## src/logic/sbii_params.svh

```systemverilog
// Constants for the tag bus codec and the external interrupt path.
// Assumes inclusion by bare name from any design file that needs them.
`ifndef SBII_PARAMS_SVH
`define SBII_PARAMS_SVH

`define SBII_TAG_W        9
`define SBII_AD_W         32
`define SBII_CHK_W        4
`define SBII_TAG_KIND     8
`define SBII_TAG_MORE     7
`define SBII_TAG_NRESP    6
`define SBII_TAG_BAD      5
`define SBII_TAG_NCHK     4
`define SBII_CMD_HI       7
`define SBII_CMD_LO       5
`define SBII_NULL_HI      4
`define SBII_NULL_LO      3
`define SBII_CMD_READ     3'h0
`define SBII_CMD_WRITE    3'h2
`define SBII_CMD_NULL     3'h3
`define SBII_NULL_REL     2'h0
`define SBII_RSV_ONES     4'hf
`define SBII_SEL_HI       6
`define SBII_SEL_LO       4
`define SBII_IRQ_REG_SEL  3'h0
`define SBII_IRQ_W        7
`define SBII_IRQ_RST      7'h00
`define SBII_IRQ_EN_LO    16
`define SBII_IRQ_VAL_LO   0
`define SBII_NMI_BIT      6
`define SBII_HW5_BIT      5
`define SBII_PEND_W       8
`define SBII_PIN_IRQ_W    6
`define SBII_SW_IRQ_W     2

`endif

```

## src/logic/sbii_pkg.sv

```systemverilog
// Types shared by the tag bus and interrupt logic.
// Assumes sbii_params.svh for widths.
`include "sbii_params.svh"

package sbii_pkg;

  typedef enum logic [1:0] {
    SBII_MASTER = 2'h0,
    SBII_SLAVE  = 2'h1,
    SBII_WDATA  = 2'h3,
    SBII_RRESP  = 2'h2
  } sbii_state_t;

  // Data identifier layout, bit 8 down to bit 0
  typedef struct packed {
    logic       kind;
    logic       more;
    logic       not_resp;
    logic       bad;
    logic       no_chk;
    logic [3:0] rsv;
  } sbii_data_id_t;

endpackage

```

## src/logic/sbii_sync.sv

```systemverilog
// Two-flop synchroniser for pins from outside the core clock domain.
// Assumes reset value INIT matches the idle level of the pins.
`timescale 1ns/1ns
`default_nettype none

module sbii_sync #(
  parameter int           W    = 1,
  parameter logic [W-1:0] INIT = '0
) (
  input  wire logic         core_clk_in,
  input  wire logic         rst_b_in,
  input  wire logic [W-1:0] d_in,
  output logic      [W-1:0] q_out
);

  logic [W-1:0] meta_q;

  always_ff @(posedge core_clk_in or negedge rst_b_in) begin
    if (!rst_b_in) begin
      meta_q <= INIT;
      q_out  <= INIT;
    end else begin
      meta_q <= d_in;
      q_out  <= meta_q;
    end
  end

endmodule

`default_nettype wire

```

## src/logic/sbii_bytepar.sv

```systemverilog
// Even parity, one check bit per byte of a bus word.
// Assumes a combinational use on same-clock data.
`timescale 1ns/1ns
`default_nettype none

module sbii_bytepar (
  input  wire logic [31:0] data_in,
  output logic      [3:0]  par_out
);

  genvar i;
  generate
    for (i = 0; i < 4; i++) begin : g_byte
      // Bit set when byte has odd ones, so the total is even
      assign par_out[i] = ^data_in[8*i +: 8];
    end
  endgenerate

endmodule

`default_nettype wire

```

## src/logic/sbii_top.sv

```systemverilog
// Tag bus identifier codec, external request decode and interrupt merge.
// Assumes pins come from outside; core-side inputs share core_clk_in.
`timescale 1ns/1ns
`default_nettype none
`include "sbii_params.svh"

module sbii_top (
  input  wire logic                     core_clk_in,
  input  wire logic                     rst_b_in,
  input  wire logic [`SBII_TAG_W-1:0]   tag_bus_in,
  output logic      [`SBII_TAG_W-1:0]   tag_bus_out,
  output logic                          tag_bus_oe_out,
  input  wire logic [`SBII_AD_W-1:0]    muxed_addr_data_bus_in,
  output logic      [`SBII_AD_W-1:0]    muxed_addr_data_bus_out,
  output logic                          muxed_addr_data_bus_oe_out,
  input  wire logic [`SBII_CHK_W-1:0]   check_bits_in,
  output logic      [`SBII_CHK_W-1:0]   check_bits_out,
  input  wire logic                     agent_valid_n_in,
  input  wire logic                     agent_bus_request_n_in,
  output logic                          valid_out_n_out,
  output logic                          release_n_out,
  input  wire logic                     tx_req_in,
  input  wire logic [`SBII_AD_W-1:0]    tx_data_in,
  input  wire logic                     tx_last_in,
  input  wire logic                     tx_pcache_perr_in,
  output logic                          tx_ack_out,
  input  wire logic [`SBII_PIN_IRQ_W-1:0] irq_pins_n_in,
  input  wire logic                     nmi_n_in,
  input  wire logic                     tick_irq_in,
  input  wire logic                     tick_sel_in,
  input  wire logic [`SBII_SW_IRQ_W-1:0] sw_irq_in,
  input  wire logic [`SBII_PEND_W-1:0]  mask_bits_in,
  input  wire logic                     global_irq_gate_in,
  output logic      [`SBII_PEND_W-1:0]  pending_bits_out,
  output logic                          cpu_irq_out,
  output logic                          nmi_out,
  output logic                          bus_err_out,
  output logic                          parity_err_out,
  output logic                          align_err_out
);

  //////////////////////////////////////////////////////////////////////////////
  // Pin synchronisers

  localparam int RXW = `SBII_TAG_W + `SBII_AD_W + `SBII_CHK_W;

  logic [RXW-1:0]                 rx_s;
  logic [`SBII_TAG_W-1:0]         tag_s;
  logic [`SBII_AD_W-1:0]          ad_s;
  logic [`SBII_CHK_W-1:0]         chk_s;
  logic                           valid_n_s;
  logic                           req_n_s;
  logic                           nmi_n_s;
  logic [`SBII_PIN_IRQ_W-1:0]     pins_n_s;

  sbii_sync #(.W(RXW), .INIT('0)) u_sync_bus (
    .core_clk_in (core_clk_in),
    .rst_b_in    (rst_b_in),
    .d_in        ({tag_bus_in, muxed_addr_data_bus_in, check_bits_in}),
    .q_out       (rx_s)
  );

  // Active-low pins idle high, so reset to ones
  sbii_sync #(.W(9), .INIT(9'h1ff)) u_sync_pin (
    .core_clk_in (core_clk_in),
    .rst_b_in    (rst_b_in),
    .d_in        ({agent_valid_n_in, agent_bus_request_n_in, nmi_n_in, irq_pins_n_in}),
    .q_out       ({valid_n_s, req_n_s, nmi_n_s, pins_n_s})
  );

  assign {tag_s, ad_s, chk_s} = rx_s;

  //////////////////////////////////////////////////////////////////////////////
  // Receive decode

  sbii_pkg::sbii_state_t state_q;
  sbii_pkg::sbii_state_t state_d;

  logic [`SBII_CHK_W-1:0] rx_par;
  logic [`SBII_CHK_W-1:0] tx_par;
  logic [6:0]             addr_q;

  sbii_bytepar u_rx_par (.data_in(ad_s), .par_out(rx_par));
  sbii_bytepar u_tx_par (.data_in(tx_data_in), .par_out(tx_par));

  wire rx_valid   = ~valid_n_s;
  wire rx_cmd     = rx_valid & ~tag_s[`SBII_TAG_KIND];
  wire rx_data    = rx_valid & tag_s[`SBII_TAG_KIND];
  wire [2:0] cmd  = tag_s[`SBII_CMD_HI:`SBII_CMD_LO];
  wire is_read    = rx_cmd & (cmd == `SBII_CMD_READ);
  wire is_write   = rx_cmd & (cmd == `SBII_CMD_WRITE);
  // Reserved null attributes are ignored, the agent keeps the bus
  wire is_release = rx_cmd & (cmd == `SBII_CMD_NULL)
                  & (tag_s[`SBII_NULL_HI:`SBII_NULL_LO] == `SBII_NULL_REL);
  // Only word access is supported from outside
  wire misalign   = (is_read | is_write) & (ad_s[1:0] != 2'h0);
  wire rx_bad     = rx_data & tag_s[`SBII_TAG_BAD];
  // Bit 3 and bits 2:0 are reserved and never looked at
  wire rx_par_bad = rx_data & ~tag_s[`SBII_TAG_NCHK] & (rx_par != chk_s);
  wire irq_hit    = (addr_q[`SBII_SEL_HI:`SBII_SEL_LO] == `SBII_IRQ_REG_SEL);
  wire wr_data    = (state_q == sbii_pkg::SBII_WDATA) & rx_data;
  // Bad data, or data failing a parity check it asked for, never reaches the register
  wire irq_we     = wr_data & irq_hit & ~rx_bad & ~rx_par_bad;
  // Ack is registered, so a request held until ack is seen is not taken twice
  wire tx_take    = (state_q == sbii_pkg::SBII_MASTER) & tx_req_in & ~tx_ack_out;
  wire grant      = (state_q == sbii_pkg::SBII_MASTER) & ~tx_req_in & ~req_n_s;

  always_comb begin
    state_d = state_q;
    case (state_q)
      sbii_pkg::SBII_MASTER: begin
        if (grant) begin
          state_d = sbii_pkg::SBII_SLAVE;
        end
      end
      sbii_pkg::SBII_SLAVE: begin
        if (is_read) begin
          state_d = sbii_pkg::SBII_RRESP;
        end else if (is_write) begin
          state_d = sbii_pkg::SBII_WDATA;
        end else if (is_release) begin
          state_d = sbii_pkg::SBII_MASTER;
        end
      end
      sbii_pkg::SBII_WDATA: begin
        if (rx_data) begin
          state_d = sbii_pkg::SBII_MASTER;
        end
      end
      sbii_pkg::SBII_RRESP: state_d = sbii_pkg::SBII_MASTER;
      default:              state_d = sbii_pkg::SBII_MASTER;
    endcase
  end

  //////////////////////////////////////////////////////////////////////////////
  // Transmit identifiers

  sbii_pkg::sbii_data_id_t tx_id;
  sbii_pkg::sbii_data_id_t rr_id;

  always_comb begin
    tx_id          = '{default: 1'b1};
    tx_id.kind     = 1'b1;
    tx_id.more     = ~tx_last_in;
    tx_id.not_resp = 1'b1;
    tx_id.bad      = tx_pcache_perr_in;
    tx_id.rsv      = `SBII_RSV_ONES;
    rr_id          = tx_id;
    rr_id.more     = 1'b0;
    rr_id.not_resp = 1'b0;
    rr_id.bad      = 1'b1;
  end

  always_ff @(posedge core_clk_in or negedge rst_b_in) begin
    if (!rst_b_in) begin
      state_q                    <= sbii_pkg::SBII_MASTER;
      addr_q                     <= 7'h00;
      release_n_out              <= 1'b1;
      valid_out_n_out            <= 1'b1;
      tx_ack_out                 <= 1'b0;
      tag_bus_out                <= 9'h000;
      muxed_addr_data_bus_out    <= 32'h0000_0000;
      check_bits_out             <= 4'h0;
      tag_bus_oe_out             <= 1'b1;
      muxed_addr_data_bus_oe_out <= 1'b1;
    end else begin
      state_q         <= state_d;
      release_n_out   <= ~grant;
      valid_out_n_out <= ~(tx_take | (state_q == sbii_pkg::SBII_RRESP));
      tx_ack_out      <= tx_take;
      if (rx_cmd) begin
        addr_q <= ad_s[6:0];
      end
      if (tx_take) begin
        tag_bus_out             <= tx_id;
        muxed_addr_data_bus_out <= tx_data_in;
        check_bits_out          <= tx_par;
      end else if (state_q == sbii_pkg::SBII_RRESP) begin
        tag_bus_out             <= rr_id;
        muxed_addr_data_bus_out <= 32'h0000_0000;
        check_bits_out          <= 4'h0;
      end
      // Bus stays driven in master state and for the read answer
      tag_bus_oe_out             <= (state_d == sbii_pkg::SBII_MASTER)
                                  | (state_d == sbii_pkg::SBII_RRESP);
      muxed_addr_data_bus_oe_out <= (state_d == sbii_pkg::SBII_MASTER)
                                  | (state_d == sbii_pkg::SBII_RRESP);
    end
  end

  //////////////////////////////////////////////////////////////////////////////
  // Interrupt register and merge

  logic [`SBII_IRQ_W-1:0]  irq_q;
  logic                    tick_sel_q;
  logic                    strap_done_q;
  logic                    nmi_lvl_q;
  logic [`SBII_PEND_W-1:0] pend_q;

  wire [`SBII_IRQ_W-1:0] wr_en  = ad_s[`SBII_IRQ_EN_LO +: `SBII_IRQ_W];
  wire [`SBII_IRQ_W-1:0] wr_val = ad_s[`SBII_IRQ_VAL_LO +: `SBII_IRQ_W];
  wire [`SBII_IRQ_W-1:0] irq_d  = (irq_q & ~wr_en) | (wr_val & wr_en);
  wire [4:0] hw_lo   = irq_q[4:0] | ~pins_n_s[4:0];
  wire       hw5     = irq_q[`SBII_HW5_BIT] | ~pins_n_s[`SBII_HW5_BIT];
  wire       src15   = tick_sel_q ? tick_irq_in : hw5;
  wire [`SBII_PEND_W-1:0] pend_d = {src15, hw_lo, sw_irq_in};
  wire       nmi_lvl = irq_q[`SBII_NMI_BIT] | ~nmi_n_s;
  wire       any_irq = |(pend_q & mask_bits_in);

  always_ff @(posedge core_clk_in or negedge rst_b_in) begin
    if (!rst_b_in) begin
      irq_q        <= `SBII_IRQ_RST;
      tick_sel_q   <= 1'b0;
      strap_done_q <= 1'b0;
      nmi_lvl_q    <= 1'b0;
      pend_q       <= 8'h00;
    end else begin
      if (irq_we) begin
        irq_q <= irq_d;
      end
      // Strap caught once after release, later changes are ignored
      if (!strap_done_q) begin
        tick_sel_q   <= tick_sel_in;
        strap_done_q <= 1'b1;
      end
      nmi_lvl_q <= nmi_lvl;
      pend_q    <= pend_d;
    end
  end

  always_ff @(posedge core_clk_in or negedge rst_b_in) begin
    if (!rst_b_in) begin
      pending_bits_out <= 8'h00;
      cpu_irq_out      <= 1'b0;
      nmi_out          <= 1'b0;
      bus_err_out      <= 1'b0;
      parity_err_out   <= 1'b0;
      align_err_out    <= 1'b0;
    end else begin
      pending_bits_out <= pend_q;
      cpu_irq_out      <= any_irq & global_irq_gate_in;
      nmi_out          <= nmi_lvl & ~nmi_lvl_q;
      bus_err_out      <= (wr_data & rx_bad) | (state_q == sbii_pkg::SBII_RRESP);
      parity_err_out   <= wr_data & rx_par_bad;
      align_err_out    <= (state_q == sbii_pkg::SBII_SLAVE) & misalign;
    end
  end
endmodule

`default_nettype wire

```

## config.mk

```make
export PLATFORM = sky130hd
export DESIGN_NAME = sbii_top
export DESIGN_NICKNAME = d
export VERILOG_FILES = /design/src/logic/sbii_pkg.sv /design/src/logic/sbii_sync.sv /design/src/logic/sbii_bytepar.sv /design/src/logic/sbii_top.sv
export VERILOG_INCLUDE_DIRS = /design/src /design/src/logic
export SDC_FILE = /design/constraint.sdc
export NUM_CORES = 1
export LEC_CHECK = 0
export BUFFER_PORTS_ARGS = -buffer_cell sky130_fd_sc_hd__clkbuf_2
export CORE_MARGIN = 3
export CORE_UTILIZATION = 52
export CTS_CLUSTER_DIAMETER = 40
export DETAILED_ROUTE_END_ITERATION = 10
export HOLD_SLACK_MARGIN = 0.15
export PLACE_DENSITY = 0.9
export SYNTH_ARGS = -nofsm -noshare
export SYNTH_HDL_FRONTEND = slang
export SYNTH_SLANG_ARGS = --single-unit
```

## constraint.sdc

```tcl
create_clock -name core_clk_in -period 2 [get_ports core_clk_in]
set_input_delay 0.3 -clock core_clk_in [delete_from_list [all_inputs] [get_ports core_clk_in]]
set_output_delay 0.3 -clock core_clk_in [all_outputs]
set_load 0.02 [all_outputs]
```

After elaboration in Yosys (flattened, before gate mapping)
Cells that the tools add are included.

storage, ports and cells
  flip-flop bits (word level) = 197
  bits of input ports = 104
  output and inout port bits = 63
  word-level logic and storage cells = 110

cells by class
  equality and inequality tests = 7
  mux-type cells = 13
  bitwise gates (word level) = 50
  reductions and logical operators = 16

operators with widths
  cell                  count
  $mux W32              2
  $reduce_xor A8 Y1     8
  $and A1 B1 Y1         23
  $mux W9               2
  $and A7 B7 Y7         2
  $not A1 Y1            14
  $mux W2               5
  $and A8 B8 Y8         1
  $mux W4               2
  $pmux W2 S4           1
  $reduce_or A8 Y1      1
  $not A7 Y7            1
  $or A7 B7 Y7          1
  $eq A2 B2 Y1 const B  3
  $eq A3 B2 Y1 const B  2
  $logic_not A2 Y1      3
  $logic_not A3 Y1      2
  $or A1 B1 Y1          6
  $not A5 Y5            1
  $or A5 B5 Y5          1
  $ne A4 B4 Y1          1
  $reduce_bool A2 Y1    2
  $eq A2 B1 Y1 const B  1
  $mux W1               1

Longest topological paths before layout
  depth in word-level cells = 10
  depth in mapped cells = 8
  depth with buffers taken out = 8

Cells and area by module
A second synthesis with hierarchy kept.

second synthesis, totals
  cell total of the unflattened synthesis = 371
  area total of the unflattened synthesis = 6238.5 um^2

modules (own cells, without submodules)
  module                  times used  cells an instance  area an instance (um^2)  seq. area each (um^2)
  sbii_top                1           207                3022.9                   2005.7
  sbii_sync (u_sync_bus)  1           90                 2252.2                   2252.2
  sbii_bytepar            2           28                 245.2                    0.0
  sbii_sync (u_sync_pin)  1           18                 473.0                    473.0

Worst setup path before layout
No wires, ideal clock.

  path type = register to register
  start = register u_sync_bus.q_out[30]
  end = register (tool-made name)
  setup time = 0.080 ns
  arrival = 1.725 ns
  required time = 1.920 ns
  slack = 0.194 ns
  stages on the path, launching flop included = 7
  path buffers = 0
  period minus slack after synthesis = 1.806 ns
  cells stage by stage = dfrtp_1 -> xor2_1 -> xnor3_4 -> xnor2_1 -> nand4_2 -> nand2b_4 -> o211ai_2

RTL lines
  item                    RTL line         text
  start, declared         sbii_sync.sv:13  output logic [W-1:0] q_out
  start signal, assigned  sbii_sync.sv:24  q_out <= meta_q;

==> metrics.md <==
| Metric | Value |
|---|---|
| Mapped Cells | `392` |
| Highest Clock Rate | `466 MHz` |
| EDFF count, synth | `0` |
| Starting Density | `53.9%` |
| Post-route insts no fill | `825` |
| Dpl hpwl | `8770 µm` |
| CTS buffer count | `17` |
| Count of final hold-check violations | `0` |
| Max Clock Skew | `0.00734 ns` |
| Largest net degree at the start of global routing | `58` |
| Nets@finish | `772` |
| Yosys top cell by area | `dfrtp_1` |
| Hold WC Path Type | `in2reg` |
| Drc violations | `0` |
| Drt pass-1 iters | `4` |
| Initial DRC count | `389` |
| Minimum clock period after layout | `2.15 ns` |
| Dpl cells | `695` |
| Yosys cell types | `43` |
| Commonest cells in the synthesized netlist | `161 x dfrtp_1, 38 x xnor2_1, 32 x a22o_1, 21 x dfstp_2, 16 x nand2_1` |
| Final hold slack | `0.161 ns` |
| Antenna violations before repair | `0` |
| Clock slew at reported path FFs | `0.07 ns` |
| Slew HR | `59.2%` |
| Global-route wire length before repair | `23800 µm` |
| PortBufs | `163` |
| Prevailing post-synth register cell | `dfrtp_1` |
| Final instance area | `8870 µm²` |
| Critical path fanouts, max | `4` |
| DP Worst Slack | `0.0554 ns` |
| P_leak | `4.23 nW` |
| Cell with the most instances after synthesis | `dfrtp_1` |
| Setup TNS | `-0.955 ns` |
| CTS H-tree lvls | `4` |
| CP Capture Type | `flip-flop` |
| Row Count | `39` |
| Final setup viols | `8` |
| Die height | `115 µm` |
| Top post-synthesis cells by area | `dfrtp_1 65%, dfstp_2 8.9%, xnor2_1 5.3%, a22o_1 4.5%, xor2_1 2.0%` |
| Total track usage | `24.2%` |
| TritonCTS clock tree | `built` |
| Fraction of layout cells with a size suffix above 1 | `38.7%` |
| Placement-stage cell area | `7270 µm²` |
| Final worst-path cycle share | `107%` |
| Register area share after synthesis | `73.5%` |
| Startpoint types | `flip-flop` |
| Detail Route Antenna Nets | `0` |
| Core box area | `11600 µm²` |
| Grt ovf | `0` |
| Setup ws final | `-0.146 ns` |
| FFs w/ async S/R, synth | `100%` |
| Power Density | `1230 nW/µm²` |
| Max Slew Vio Count | `0` |
| Root buf cell | `clkbuf_16` |
| Failing checks | `setup timing` |
| Number of max-cap violations | `0` |
| RSZ-0062 raised after global routing | `yes` |
| Clock network latency to the later pin of the worst-skew pair | `0.44 ns` |
| R2R setup slack | `-0.15 ns` |
| Vias | `4309` |
| Share of the synthesized area in the top cell type | `64.6%` |
| IO Count | `167` |
| Via density | `5.22` |
| Total routed wirelength | `15800 µm` |
| Cell area after synthesis | `6230 µm²` |
| Die footprint | `13300 µm²` |
| Chip width | `115 µm` |
| CP Class | `reg2reg` |
| Layout area overhead | `42.3%` |
| Final Util | `76.7%` |
| Routability congestion estimate | `0.816` |
| Arr. time, crit path | `2.45 ns` |
| Pwr Total | `10.9 mW` |
| Drt wl/cell | `19.2 µm` |
| Syn_nets | `497` |
| Slew @ Worst Pin | `0.611 ns` |
| Critical Path RT | `2.31 ns` |
| #FFs+latches synth | `182` |
| Max IR drop VDD | `878 µV` |
| Yosys warns | `0` |
| Syn avg cell area | `15.9 µm²` |
| CTS sink cnt | `182` |
| Clock Tree Buf Depth | `2` |
| Status | `complete, but fails checks` |
| Vias in the first global route | `4619` |
==> routing by layer <==
metal,part of all wire [%],up-vias,track usage (%)
li1,-,1903,-
met1,37,2149,28.1
met3,4.1,76,5.64
met2,54,181,41.6
met4,5.7,0,13.5
met5,0,-,0
==> worst max-delay path, cell delays in order, from the launching register on <==
cell      delay (ns)
dfrtp_1         0.38
xnor2_1         0.35
xnor3_4         0.52
xnor2_2         0.17
nand4_2         0.19
buf_6           0.19
nand4b_1        0.12
o211ai_2        0.10
==> cell usage in the layout, fill, tap and decap left out, types with 4 or more instances in the layout <==
master         instances
dlygate4sd3_1         90
inv_6                  5
o211ai_2               7
nand2b_1               7
a21oi_1                5
inv_1                  8
nand4b_1               7
a21boi_0               5
o21ai_1                5
nand2_1               16
dfrtp_1              160
xnor2_1               35
a22o_1                32
xnor2_2                4
clkbuf_16             17
nor2_1                 4
xor2_1                14
dfstp_2               21
mux2_2                 4
clkbuf_2             162
buf_4                 15
a22oi_1                4
a41oi_1                8
==> kinds of logic (layout without fill, tap and decap cells) <==
| kind of cell | Yosys count | after routing | synth area share [%] |
|---|---|---|---|
| buffers and inverters | 28 | 316 | 2.47 |
| adders and majority gates | 1 | 1 | 0.201 |
| AOI/OAI and AO/OA | 71 | 71 | 9.37 |
| and+or+nand+nor | 49 | 49 | 4.98 |
| muxes | 4 | 4 | 0.723 |
| xor gates and xnor gates | 56 | 56 | 8.71 |
| other | 1 | 3 | 0.0602 |
| DFF | 182 | 182 | 73.5 |
==> sequential cells by signal (all words and copies together) (netlist names), 2 cells and up, named ones only <==
register and cells:
state_q 2, u_sync_bus.meta_q 42, u_sync_pin.q_out 9, u_sync_pin.meta_q 9, addr_q 3, tag_bus_out 4, muxed_addr_data_bus_out 32, pend_q 8
pending_bits_out 8, check_bits_out 4, u_sync_bus.q_out 42
==> power by group <==
| part | switching (mW) | internal [mW] | total [mW] |
|---|---|---|---|
| registers | 0.466 | 4.38 | 4.85 |
| logic | 1.57 | 1.19 | 2.76 |
| clock network | 1.52 | 1.81 | 3.33 |
==> worst paths after layout <==
| check | end | cells after the start | start |
|---|---|---|---|
| max in group asynchronous | u_sync_pin.meta_q[8] | 3 | rst_b_in |
| min in group asynchronous | u_sync_bus.meta_q[35] | 2 | rst_b_in |
| max reg2reg | flip-flop | 7 | u_sync_bus.q_out[34] |
| max | flip-flop | 7 | u_sync_bus.q_out[34] |
| min reg2reg | u_sync_bus.q_out[20] | 0 | u_sync_bus.meta_q[20] |
| min | muxed_addr_data_bus_out[4] | 2 | tx_data_in[4] |
==> area by class of cell <==
class                           instances  area (µm²)
Antenna cell                            2        5.00
Clock buffer                           18         439
Clock inverter                         14         160
Fill cell                             619        2700
Inverter                               11        41.3
Multi-Input combinational cell        182        1550
Sequential cell                       182        4580
Tap cell                              143         179
Timing Repair Buffer                  273        1920
==> repair_timing <==
action | in CTS | in global routing
buffers inserted | 0 | 6
pin swaps | 0 | 10
hold buffers | 90 | 0
gates resized for setup | 1 | 10
endpoints found under the hold margin | 138 | 0
cloned | 0 | 0
setup endpoints to repair | 7 | 28
No activity file was read; power rests on OpenSTA's default activity.
